==> config.mk <==
export PLATFORM = sky130hd
export DESIGN_NAME = rsis_host_flat
export DESIGN_NICKNAME = d
export VERILOG_FILES = /design/src/hw/rsis_pkg.sv /design/src/hw/rsis_link_if.sv /design/src/hw/rsis_host.sv /design/src/flat_wrapper.sv
export VERILOG_INCLUDE_DIRS = /design/src /design/src/hw
export SDC_FILE = /design/constraint.sdc
export NUM_CORES = 1
export LEC_CHECK = 0
export ABC_AREA = 1
export BUFFER_PORTS_ARGS = -buffer_cell sky130_fd_sc_hd__buf_2
export CELL_PAD_IN_SITES_DETAIL_PLACEMENT = 0
export CELL_PAD_IN_SITES_GLOBAL_PLACEMENT = 1
export CORE_MARGIN = 1
export CORE_UTILIZATION = 34
export DETAILED_ROUTE_END_ITERATION = 8
export PLACE_DENSITY = 0.85
export SETUP_SLACK_MARGIN = 0.5
export SLEW_MARGIN = 20
export SYNTH_ARGS = -nofsm -noshare
export SYNTH_HDL_FRONTEND = slang
export SYNTH_SLANG_ARGS = --single-unit
==> constraint.sdc <==
create_clock -name mclk -period 1.47 [get_ports mclk]
set_input_delay 0 -clock mclk [delete_from_list [all_inputs] [get_ports mclk]]
set_output_delay 0 -clock mclk [all_outputs]
set_load 0.01 [all_outputs]
==> src/hw/rsis_cfg.svh <==
// Purpose: constants of the reset and init sequencer
// Assumes: 100 MHz mclk
// Notes: times in their own unit, cycle counts derived except the 4-cycle pin low count
`ifndef RSIS_CFG_SVH
`define RSIS_CFG_SVH

// ----------------------------------------
// timing
// ----------------------------------------
`define RSIS_CLK_MHZ 100
`define RSIS_T_SETTLE_MS 2
`define RSIS_T_RELEASE_US 250
`define RSIS_T_CAL_US 192
`define RSIS_SETTLE_CYC (`RSIS_T_SETTLE_MS * 1000 * `RSIS_CLK_MHZ)
`define RSIS_RELEASE_CYC (`RSIS_T_RELEASE_US * `RSIS_CLK_MHZ)
`define RSIS_CAL_CYC (`RSIS_T_CAL_US * `RSIS_CLK_MHZ)
`define RSIS_PIN_LOW_CYC 18'h0_0004
`define RSIS_CNT_W 18

// ----------------------------------------
// device register map
// ----------------------------------------
`define RSIS_A_SW_RESET 10'h02A
`define RSIS_A_RF_STATE 10'h036
`define RSIS_A_PA_CTRL2 10'h018
`define RSIS_A_TX_STAB 10'h02E
`define RSIS_A_RF_CFG0 10'h200
`define RSIS_A_RF_CFG1 10'h201
`define RSIS_A_RF_CFG2 10'h202
`define RSIS_A_RF_CFG6 10'h206
`define RSIS_A_RF_CFG7 10'h207
`define RSIS_A_RF_CFG8 10'h208
`define RSIS_A_SLEEP_CFG1 10'h220
`define RSIS_B_PWR 2
`define RSIS_B_BB 1
`define RSIS_B_MAC 0
`define RSIS_B_RF_RST 2
`define RSIS_RF_STATE_MASK 8'h1F
`define RSIS_CFG_RESET 8'h00
`define RSIS_CFG_NONE 4'hF

// ----------------------------------------
// init values
// ----------------------------------------
`define RSIS_V_SW_RESET_ALL 8'h07
`define RSIS_V_PA_CTRL2 8'h98
`define RSIS_V_TX_STAB 8'h95
`define RSIS_V_RF_OPT 4'h3
`define RSIS_V_RF_CFG1 8'h01
`define RSIS_V_RF_CFG2 8'h80
`define RSIS_V_RF_CFG6 8'h90
`define RSIS_V_RF_CFG7 8'h80
`define RSIS_V_RF_CFG8 8'h10
`define RSIS_V_SLEEP_CFG1 8'h21
`define RSIS_V_RF_RST_ON 8'h04
`define RSIS_V_RF_RST_OFF 8'h00
`define RSIS_STEP_CHAN 4'h3
`define RSIS_STEP_RF_ON 4'hA
`define RSIS_STEP_LAST 4'hB

// ----------------------------------------
// host wishbone map
// ----------------------------------------
`define RSIS_WB_CTRL 8'h00
`define RSIS_WB_CHAN 8'h04
`define RSIS_WB_STAT 8'h08
`define RSIS_CTRL_INIT 0
`define RSIS_CTRL_HWRST 1
`define RSIS_CTRL_CHAN 2

`endif

==> src/hw/rsis_pkg.sv <==
// Purpose: types of the reset and init sequencer
// Assumes: constants in rsis_cfg.svh
// Notes: none
package rsis_pkg;
	typedef enum logic [1:0] {DEV_HOLD, DEV_RELEASE, DEV_RUN} rsis_dev_state_type;
	typedef enum logic [2:0] {
		HST_SETTLE, HST_IDLE, HST_PIN_LOW, HST_ISSUE, HST_WAIT_ACK, HST_CAL
	} rsis_host_state_type;
endpackage

==> src/hw/rsis_link_if.sv <==
// Purpose: reset pin and register write port between host and device
// Assumes: one clock mclk
// Notes: wr is a one-cycle request, ack a one-cycle answer
`timescale 1ns/1ps
interface rsis_link_if;
	logic reset_n;
	logic [9:0] addr;
	logic [7:0] wdata;
	logic wr;
	logic ack;
	modport host (output reset_n, output addr, output wdata, output wr, input ack);
	modport dev (input reset_n, input addr, input wdata, input wr, output ack);
endinterface

==> src/hw/rsis_host.sv <==
// Purpose: host end: drives reset pin and the init write sequence
// Assumes: classic wishbone slave, link answers with ack
// Notes:
`timescale 1ns/1ps
`include "rsis_cfg.svh"
module rsis_host #(
	parameter int unsigned SETTLE_CYC = `RSIS_SETTLE_CYC,
	parameter int unsigned CAL_CYC = `RSIS_CAL_CYC
) (
	input wire logic mclk,
	input wire logic rst_n,
	input wire logic wb_cyc_i,
	input wire logic wb_stb_i,
	input wire logic wb_we_i,
	input wire logic [7:0] wb_adr_i,
	input wire logic [31:0] wb_dat_i,
	input wire logic [3:0] wb_sel_i,
	output logic [31:0] wb_dat_o,
	output logic wb_ack_o,
	rsis_link_if.host link
);

	typedef struct packed {
		rsis_pkg::rsis_host_state_type state;
		logic [`RSIS_CNT_W-1:0] cnt;
		logic [3:0] step;
		logic chan_mode;
		logic [3:0] chan;
		logic busy;
		logic done;
		logic ack;
		logic [31:0] dat;
		logic pin_n;
		logic [9:0] addr;
		logic [7:0] wdata;
		logic wr;
	} rsis_host_regs_type;

	rsis_host_regs_type s;
	rsis_host_regs_type next_s;

	// ----------------------------------------
	// init write table
	// ----------------------------------------
	function automatic logic [17:0] rsis_step(input logic [3:0] n, input logic [3:0] ch);
		case (n)
			4'h0: rsis_step = {`RSIS_A_SW_RESET, `RSIS_V_SW_RESET_ALL};
			4'h1: rsis_step = {`RSIS_A_PA_CTRL2, `RSIS_V_PA_CTRL2};
			4'h2: rsis_step = {`RSIS_A_TX_STAB, `RSIS_V_TX_STAB};
			4'h3: rsis_step = {`RSIS_A_RF_CFG0, ch, `RSIS_V_RF_OPT};
			4'h4: rsis_step = {`RSIS_A_RF_CFG1, `RSIS_V_RF_CFG1};
			4'h5: rsis_step = {`RSIS_A_RF_CFG2, `RSIS_V_RF_CFG2};
			4'h6: rsis_step = {`RSIS_A_RF_CFG6, `RSIS_V_RF_CFG6};
			4'h7: rsis_step = {`RSIS_A_RF_CFG7, `RSIS_V_RF_CFG7};
			4'h8: rsis_step = {`RSIS_A_RF_CFG8, `RSIS_V_RF_CFG8};
			4'h9: rsis_step = {`RSIS_A_SLEEP_CFG1, `RSIS_V_SLEEP_CFG1};
			4'hA: rsis_step = {`RSIS_A_RF_STATE, `RSIS_V_RF_RST_ON};
			default: rsis_step = {`RSIS_A_RF_STATE, `RSIS_V_RF_RST_OFF};
		endcase
	endfunction

	// ----------------------------------------
	// next state
	// ----------------------------------------
	always_comb
	begin
		logic req;
		logic [17:0] op;
		req = wb_cyc_i && wb_stb_i && !s.ack;
		op = rsis_step(s.step, s.chan);
		next_s = s;
		next_s.ack = req;
		next_s.wr = 1'b0;
		// wishbone register access
		if (req && !wb_we_i)
		begin
			if (wb_adr_i == `RSIS_WB_CHAN)
				next_s.dat = {28'h000_0000, s.chan};
			else if (wb_adr_i == `RSIS_WB_STAT)
				next_s.dat = {30'h0000_0000, s.done, s.busy};
			else
				next_s.dat = 32'h0000_0000;
		end
		if (req && wb_we_i && wb_sel_i[0] && wb_adr_i == `RSIS_WB_CHAN && !s.busy)
		begin
			next_s.chan = wb_dat_i[3:0];
		end
		if (req && wb_we_i && wb_sel_i[0] && wb_adr_i == `RSIS_WB_CTRL && !s.busy)
		begin
			if (wb_dat_i[`RSIS_CTRL_HWRST])
			begin
				next_s.busy = 1'b1;
				next_s.done = 1'b0;
				next_s.state = rsis_pkg::HST_PIN_LOW;
				next_s.cnt = '0;
				next_s.pin_n = 1'b0;
			end
			else if (wb_dat_i[`RSIS_CTRL_INIT])
			begin
				next_s.busy = 1'b1;
				next_s.done = 1'b0;
				next_s.state = rsis_pkg::HST_ISSUE;
				next_s.step = 4'h0;
				next_s.chan_mode = 1'b0;
			end
			else if (wb_dat_i[`RSIS_CTRL_CHAN])
			begin
				next_s.busy = 1'b1;
				next_s.done = 1'b0;
				next_s.state = rsis_pkg::HST_ISSUE;
				next_s.step = `RSIS_STEP_CHAN;
				next_s.chan_mode = 1'b1;
			end
		end
		// sequencer
		case (s.state)
			rsis_pkg::HST_PIN_LOW:
			begin
				next_s.cnt = s.cnt + 1'b1;
				if (s.cnt == `RSIS_PIN_LOW_CYC - 1'b1)
				begin
					next_s.pin_n = 1'b1;
					next_s.state = rsis_pkg::HST_SETTLE;
					next_s.cnt = '0;
				end
			end
			rsis_pkg::HST_SETTLE:
			begin
				next_s.cnt = s.cnt + 1'b1;
				if (s.cnt == `RSIS_CNT_W'(SETTLE_CYC - 1))
				begin
					next_s.state = rsis_pkg::HST_ISSUE;
					next_s.step = 4'h0;
					next_s.chan_mode = 1'b0;
				end
			end
			rsis_pkg::HST_ISSUE:
			begin
				next_s.addr = op[17:8];
				next_s.wdata = op[7:0];
				next_s.wr = 1'b1;
				next_s.state = rsis_pkg::HST_WAIT_ACK;
			end
			rsis_pkg::HST_WAIT_ACK:
			begin
				if (link.ack)
				begin
					next_s.state = rsis_pkg::HST_ISSUE;
					if (s.step == `RSIS_STEP_LAST)
					begin
						next_s.state = rsis_pkg::HST_CAL;
						next_s.cnt = '0;
					end
					else if (s.chan_mode && s.step == `RSIS_STEP_CHAN)
						next_s.step = `RSIS_STEP_RF_ON;
					else
						next_s.step = s.step + 1'b1;
				end
			end
			rsis_pkg::HST_CAL:
			begin
				next_s.cnt = s.cnt + 1'b1;
				if (s.cnt == `RSIS_CNT_W'(CAL_CYC - 1))
				begin
					next_s.state = rsis_pkg::HST_IDLE;
					next_s.busy = 1'b0;
					next_s.done = 1'b1;
				end
			end
			default:
			begin
			end
		endcase
	end

	// ----------------------------------------
	// state register
	// ----------------------------------------
	always_ff @(posedge mclk or negedge rst_n)
	begin
		if (!rst_n)
		begin
			s <= '0;
			s.pin_n <= 1'b1;
			s.busy <= 1'b1;
			s.state <= rsis_pkg::HST_SETTLE;
		end
		else
			s <= next_s;
	end

	assign wb_dat_o = s.dat;
	assign wb_ack_o = s.ack;
	assign link.reset_n = s.pin_n;
	assign link.addr = s.addr;
	assign link.wdata = s.wdata;
	assign link.wr = s.wr;

endmodule

==> src/flat_wrapper.sv <==
// flat-port wrapper written by rule: the top's interface ports become plain ports
module rsis_host_flat 
#(
	parameter int unsigned SETTLE_CYC = `RSIS_SETTLE_CYC,
	parameter int unsigned CAL_CYC = `RSIS_CAL_CYC
)
  (mclk, rst_n, wb_cyc_i, wb_stb_i, wb_we_i, wb_adr_i, wb_dat_i, wb_sel_i, wb_dat_o, wb_ack_o, link_reset_n, link_addr, link_wdata, link_wr, link_ack);
  rsis_link_if link_i ();
  input wire logic mclk;
  input wire logic rst_n;
  input wire logic wb_cyc_i;
  input wire logic wb_stb_i;
  input wire logic wb_we_i;
  input wire logic [7:0] wb_adr_i;
  input wire logic [31:0] wb_dat_i;
  input wire logic [3:0] wb_sel_i;
  output logic [31:0] wb_dat_o;
  output logic wb_ack_o;
  output wire logic [$bits(link_i.reset_n)-1:0] link_reset_n;
  output wire logic [$bits(link_i.addr)-1:0] link_addr;
  output wire logic [$bits(link_i.wdata)-1:0] link_wdata;
  output wire logic [$bits(link_i.wr)-1:0] link_wr;
  input wire logic [$bits(link_i.ack)-1:0] link_ack;
  assign link_reset_n = link_i.reset_n;
  assign link_addr = link_i.addr;
  assign link_wdata = link_i.wdata;
  assign link_wr = link_i.wr;
  assign link_i.ack = link_ack;
  rsis_host #(.SETTLE_CYC(SETTLE_CYC), .CAL_CYC(CAL_CYC)) u_core (.mclk(mclk), .rst_n(rst_n), .wb_cyc_i(wb_cyc_i), .wb_stb_i(wb_stb_i), .wb_we_i(wb_we_i), .wb_adr_i(wb_adr_i), .wb_dat_i(wb_dat_i), .wb_sel_i(wb_sel_i), .wb_dat_o(wb_dat_o), .wb_ack_o(wb_ack_o), .link(link_i));
endmodule
# After elaboration in Yosys (flattened, before gate mapping)
# Cells that the tools add are included.
[classes]
n_eq_ne = 20
mux = 34
n_addsub = 2
reduce_logical = 17
[op_table]
columns = ["op", "count"]
rows = [
  ["18-bit one-hot mux with 11 select lines", 1],
  ["18-bit one-hot mux with 3 select lines", 1],
  ["21-bit two-way mux", 2],
  ["32-bit two-way mux", 1],
  ["26-bit two-way mux", 1],
  ["25-bit two-way mux", 1],
  ["5-bit two-way mux", 4],
  ["18-bit by 1-bit adder with 18-bit output (second input constant)", 1],
  ["18-bit by 15-bit == test with 1-bit output (second input constant)", 1],
  ["18-bit == test (second input constant)", 1],
  ["18-bit by 2-bit == test with 1-bit output (second input constant)", 1],
  ["18-bit two-way mux", 1],
  ["4-bit by 3-bit == test with 1-bit output (second input constant)", 4],
  ["4-bit == test (second input constant)", 4],
  ["3-bit two-way mux", 5],
  ["3-bit one-hot mux with 5 select lines", 1],
  ["2-bit two-way mux", 7],
  ["1-bit logical AND", 10],
  ["4-bit by 2-bit == test with 1-bit output (second input constant)", 2],
  ["8-bit by 3-bit == test with 1-bit output (second input constant)", 1],
  ["8-bit by 4-bit == test with 1-bit output (second input constant)", 1],
  ["8-bit logical NOT", 1],
  ["4-bit two-way mux", 2],
  ["4-bit one-hot mux with 2 select lines", 1],
  ["other kinds (9)", 18],
]
[totals]
regBits = 85
input_bits = 50
out_inout_bits = 53

# Logic depth before layout (Yosys ltp)
# Gate-level depths: netlist of the first run.
[logic_depth]
word_depth = 10
mapped_depth = 12
ltp_nobuf = 10

# Worst setup path after synthesis of the first run
# OpenSTA, ideal clock, no wires.
[synth_path]
path_type = "register -> register"
start = "register u_core.s[60] in the netlist's numbering"
end = "register u_core.s (netlist bit u_core.link.addr[5])"
path_slack_ps = -7
n_path_buf = 0
t_arrival_ps = 1412
setup_time_ps = 65
path_stages_with_launch = 10
path_cell_list = "dfrtp_1 > inv_1 > ha_1 > o21ai_0 > nand2_1 > nor3_1 > nand2_1 > nand2_1 > nand2_1 > nand2_1"
[synth_via]
elab_chain_len = 2
elab_cells_between_ends = 12
cone_classes = "eq/ne: 10; mux: 1; reduce/logical: 1"
[synth_lines]
columns = ["item", "line", "rtl"]
rows = [
  ["start, declared", "rsis_host.sv:39", "rsis_host_regs_type s;"],
  ["start signal, assigned", "rsis_host.sv:189", "s <= next_s;"],
  ["4-bit == test (tied with other cells)", "rsis_host.sv:46", "case (n)"],
  ["18-bit one-hot mux with 11 select lines *", "rsis_host.sv:46", ""],
]
# Every way passes the cells marked *; elsewhere a longest branch is shown, timed or not.
# A chain may end at the register's enable or synchronous reset.

==> impl_metrics.ini, run 1 <==
[worst_hold_path]
hp-class = primary input to register
hp-start = wb_dat_i[0]

[timing]
rsz0062_at_grt = yes
slew_violations = 0
max_freq_mhz = 668.2
setup_viol = 9
period_share = 1.018
min_period_ns = 1.497
fin_tns_setup_ns = -0.1364
hold-worst-slack_ns = -0.007271
hold_violations = 2
worst_slack_ns = -0.02665
finClkSkew_ns = 0.01734

[floorplanning]
fp.dieH_um = 106.2
die_w_um = 106.2
io_pins = 103
start_util = 0.3545
die_area_um2 = 11280
num_rows = 37
core_um2 = 10420

[clock_network]
cts_sinks = 54
cts-buffers-inserted = 5
clk_pin_slew_ns = 0.12
cts_root_buffer = clkbuf_8
htreeDepth = 2
cts_tree = done
clock_latency_ns = 0.32
cts_max_path_buffers = 2

[yosys]
synth-main-ff-cell = dfrtp_1
synthCells = 497
synth_edf_count = 0
ys_warn_count = 0
synth_async_sr_flop_share = 1.000
syn_avg_cell_area_um2 = 7.429
ys_ff_latch = 54
yosysUniqueCellTypes = 39
synth_top_area_cell = dfrtp_1
synthesis.area_um2 = 3692
synth.area.top_cells = dfrtp_1 (35%), nand2_1 (13%), buf_4 (11%)
synth_top_area_share = 0.3524
synth-seq-area-share = 0.3667

[drt]
topRoutingLayerUsed = met4
wl_met1_mm = 4.059
wl_per_cell_um = 12.41
remaining_drc_errors = 0
vias = 3493
met3_length_um = 219
drt_iter0_drc = 100
drt-total-wl_mm = 9.273
firstDrtPassIters = 4
postRouteAntennaNets = 0
wl_met2_mm = 4.898
via_per_inst = 4.676

[finish]
final_nets = 665
area_growth_pct = 41.07
mostFrequentLayoutCell = nand2_1
fin_cells = 747
drive_above_1_share = 0.4664
final.fill_count = 992
most-common-layout-cells = nand2_1 (93), buf_4 (70), dfrtp_1 (45)
diodes = 0

[global_routing]
overflow = 0
antenna_found_initial = 0
grt_usage = 0.1627
grt_pass1_wl_mm = 14.93
grt_max_degree = 21
grt_pass1_vias = 3315

[place]
pre_cts_ws_ns = -0.03586
place.gp.congestion = 0.8659
dpl.hpwl_mm = 6.556
dp_cells = 707
io_buffers = 40

[critical_path]
critPathLaunchType = register
path_class = register to register
worstPathRequired_ns = 1.68
cp-startpoint = u_core.s[60]
critical_path.max_fanout = 5
critical_path.endpoint_type = register
critPathArrivalTime_ns = 1.71
rr_startpoint = u_core.s[60]

[power_and_ir_drop]
power_density_nw_per_um2 = 1752
power.total_mw = 9.126
peakVddDrop_uv = 978.3
power_leakage_nw = 2.597

[outcome]
outcome = finished with violations
violations = negative hold slack, negative setup slack

[run]
timing.max_cap.violations = 0
## worst paths after layout
kind                                        to  slack (ns)  cells after the start
min in group asynchronous         u_core.s[58]        0.16                      2
max in group asynchronous         u_core.s[66]        0.73                      3
setup / recovery                  u_core.s[72]       -0.03                      8
hold reg to reg            u_core.link.addr[5]        0.50                      2
hold / removal                    u_core.s[55]      -0.007                      3
setup reg to reg                  u_core.s[72]       -0.03                      8
## where the power goes
part / total (mW) / internal (mW) / leakage (nW) / switching (mW)
sequential: 2.35 / 1.92 / 0.698 / 0.432
clock: 1.07 / 0.518 / 0.0587 / 0.556
combinational: 5.71 / 2.67 / 1.84 / 3.04
total: 9.13 / 5.10 / 2.60 / 4.02
## synthesized netlist by cell type (6+ instances only)
cell type	number
nand2_1	123
nand3_1	53
buf_4	52
dfrtp_1	52
inv_1	44
nor2_1	44
o21ai_0	25
o21ai_2	11
nand2_2	8
nor2_2	8
inv_2	7
a21oi_1	6
## flip-flops by register name (all words and copies together), names as in the netlist
signal and cells:
u_core.s 32, u_core.link.wdata 8, u_core.link.addr 7, u_core.wb_dat_o 4, u_core.link.reset_n 1, u_core.link.wr 1
u_core.wb_ack_o 1
## layer usage
layer | GRT usage | vias up
li1 | - | 1752
met1 | 0.2016 | 1671
met2 | 0.2987 | 60
met3 | 0.02207 | 10
met4 | 0.03274 | 0
met5 | 0 | -
## worst max-delay path, stage by stage (launching register included)
cell and delay, ns:
dfrtp_2 0.46, ha_4 0.18, inv_2 0.05, nor2_4 0.09, nand2_2 0.07, a21o_1 0.19, nand2_4 0.13, clkbuf_16 0.17
o21ai_2 0.05
## logic make-up (layout without fill, tap and decap cells)
family,Yosys count,count (layout),synth area share
AO/OA/AOI/OAI,55,55,0.09217
adder cells (fa/ha/maj),5,5,0.01694
buffers and inverters,107,191,0.1698
other,1,31,0.001016
flip-flops,54,54,0.3667
XOR/XNOR,5,5,0.01186
AND/OR/NAND/NOR,270,270,0.3416
## what timing repair did
item,CTS,global route
pin swaps,19,27
resized for setup,52,79
hold buffers,5,0
buffers inserted,13,11
gates cloned,1,2
endpoints found under the hold margin,39,0
setup endpoints to repair,54,54
## cell type report
| class | instances | area [µm²] | share of cell area |
|---|---|---|---|
| tap | 136 | 170.2 | 0.03267 |
| multi-input combinational | 366 | 2315 | 0.4444 |
| inverter | 51 | 209.0 | 0.04012 |
| timing repair buffer | 132 | 1036 | 0.1989 |
| clock buffer | 5 | 68.82 | 0.01321 |
| sequential | 54 | 1363 | 0.2616 |
| clock inverter | 3 | 47.55 | 0.009128 |
## metrics by stage
step           area, µm²  hold slack, ns    util
3_5_place_dp        4360        -0.02169  0.4186
6_report            5209       -0.007271  0.5001
5_1_grt             5209         0.01316  0.5001
4_1_cts             4818        -0.01718  0.4626
2_1_floorplan       3933         -0.2956       -
3_3_place_gp        4360        -0.02715  0.4186
(Power assumes the default switching activity.)
==> run 2, diff against run 1 <==
Settings changed: ABC_AREA 1 to unset, CORE_MARGIN 1 to unset, PLACE_DENSITY 0.85 to 0.84.
==> run 2 against run 1 <==
Net effect:
- the run ends with design-rule violations, negative setup slack left
- sequential share of layout area increased by 0.42 points
- utilization increased by 2.5 points
- clock skew decreased by 0.0060 ns
==> impl_metrics.ini, run 2 <==
[outcome]
outcome = finished with violations
violations = design-rule violations, negative setup slack

[global_routing]
grt_pass1_wl_mm = 14.54
grt_max_degree = 35
grt_usage = 0.1753
overflow = 0
antenna_found_initial = 0
grt_pass1_vias = 3166

[power_and_ir_drop]
combPwrFrac = 0.659
clkPwrFrac = 0.109
intPower_mw = 5.719
power_density_nw_per_um2 = 1903
peakVddDrop_uv = 689.9
power.total_mw = 9.710
switching_share = 0.4110
power_leakage_nw = 2.370
p_seq_frac = 0.232
p_switching_mw = 3.991

[finish]
drive_above_1_share = 0.4903
mostFrequentLayoutCell = buf_4
final.fill_count = 883
top_register = u_core.s
area_growth_pct = 49.85
largest_reg_flops = 32
final_nets = 570
fin_cells = 649
postLayoutCoreUtil = 0.5246
diodes = 0
most-common-layout-cells = buf_4 (75), dfrtp_1 (50), buf_2 (40)

[drt]
via_per_inst = 5.063
drt-total-wl_mm = 9.108
remaining_drc_errors = 1
drt_iter0_drc = 104
firstDrtPassIters = 6
wl_per_cell_um = 14.03
vias = 3286
postRouteAntennaNets = 0

[timing]
worst_slack_ns = -0.4639
min_period_ns = 1.934
fin_tns_setup_ns = -12.99
slew_violations = 0
setup_viol = 43
finClkSkew_ns = 0.01134
max_freq_mhz = 517.1
hold_violations = 0
period_share = 1.316
rsz0062_at_grt = yes

[critical_path]
critPathLaunchType = register
critPathArrivalTime_ns = 2.14
path_class = register to register
worstPathRequired_ns = 1.68
critical_path.max_fanout = 7
critical_path.endpoint_type = register

[yosys]
syn_avg_cell_area_um2 = 8.710
synth-main-ff-cell = dfrtp_1
synth_top_area_cell = dfrtp_1
synth_top_area_share = 0.3821
synthesis.area_um2 = 3406
synth_edf_count = 0
ys_warn_count = 0
synth.area.top_cells = dfrtp_1 (38%), buf_4 (11%), nand2_1 (4.6%)
synthCells = 391
ys_ff_latch = 54
synth_async_sr_flop_share = 1.000
synth_commonest_cells = dfrtp_1 (52), buf_4 (50), nand2_1 (42)
yosys.cell_count.top_type = dfrtp_1
synth-seq-area-share = 0.3975
yosysUniqueCellTypes = 62

[clock_network]
htreeDepth = 2
cts_root_buffer = clkbuf_8
clock_latency_ns = 0.31
cts-buffers-inserted = 5
cts_sinks = 54
cts_tree = done
cts_max_path_buffers = 2
clk_pin_slew_ns = 0.11

[floorplanning]
core_um2 = 9729
io_pins = 103
start_util = 0.3501
num_rows = 36
die_area_um2 = 10420
fp.dieH_um = 102.1
die_w_um = 102.1

[worst_hold_path]
hp-class = primary input to register

[place]
place.gp.congestion = 0.8124
dpl.hpwl_mm = 5.982
io_buffers = 40
dp_cells = 603

[run]
timing.max_cap.violations = 0
## run 2: cells by family (layout without fill, tap and decap cells)
family / after synthesis / after routing / synth area share
compound gates: 94 / 94 / 0.1833
xor+xnor: 1 / 1 / 0.002572
fa+ha+maj: 5 / 5 / 0.01837
buf+inv: 84 / 179 / 0.1484
flops: 54 / 54 / 0.3975
mux: 7 / 7 / 0.02314
other cells: 1 / 31 / 0.001101
simple gates: 145 / 145 / 0.2256
## run 2: metal layers
layer	track usage	wire length, µm	vias up	share of wire
met5	0	0	-	0
met4	0.05934	239	0	0.026
met3	0.02599	321	18	0.035
met2	0.3320	4847	76	0.53
met1	0.1996	3699	1615	0.41
li1	-	-	1577	-
## run 2: repair_timing
item | in CTS | in global routing
buffers inserted | 21 | 9
setup endpoints to repair | 54 | 55
cloned | 2 | 1
endpoints found under the hold margin | 25 | 0
hold buffers | 5 | 0
resized for setup | 71 | 49
pin swaps | 18 | 17
## run 2: critical path, cell delays in order, from the launching register on
cell and delay, ns:
dfrtp_1 0.40, or4_4 0.55, o31a_4 0.42, buf_6 0.16, a221o_1 0.30
## run 2: cell type report
cell class              count  area, µm²  area share
multi-input cells         283       2092      0.4099
well taps                 133      166.4     0.03261
clock inverters             3      47.55    0.009316
clock buffers               5      68.82     0.01348
inverters                  16      83.83     0.01643
flip-flops and latches     54       1356      0.2658
repair buffers            155       1289      0.2525
## run 2: final timing paths
| check | from | endpoint | slack [ns] | cells past startpoint |
|---|---|---|---|---|
| worst min register to register | u_core.wb_dat_o[0] | u_core.wb_dat_o[0] | 0.48 | 2 |
| worst min-delay path | wb_dat_i[2] | u_core.s[59] | 0.04 | 3 |
| worst max-delay path | u_core.s[81] | u_core.s[77] | -0.46 | 4 |
| max in group asynchronous | rst_n | u_core.link.reset_n | 0.68 | 3 |
| min in group asynchronous | rst_n | u_core.wb_dat_o[2] | 0.16 | 2 |
| worst max register to register | u_core.s[81] | u_core.s[77] | -0.46 | 4 |
## run 2: through the flow
stage | worst slack (ns) | hold WS [ns] | cell area [µm²]
5_1_grt | -0.5508 | 0.05721 | 5104
4_1_cts | -0.4360 | 0.01126 | 4822
3_3_place_gp | -0.4883 | -0.02359 | 4203
6_report | -0.4639 | 0.03888 | 5104
3_5_place_dp | -0.5179 | -0.009873 | 4203
2_1_floorplan | -0.3493 | -0.2956 | 3740
## run 2: power groups by stage
stage               clock [mW]  sequential, mW  combinational [mW]
global route              1.15            2.31                6.94
detailed placement           0            2.25                4.55
floorplan                    0            2.32                3.07
global placement             0            2.22                4.46
finish                    1.06            2.25                6.40
CTS                       1.10            2.22                5.67
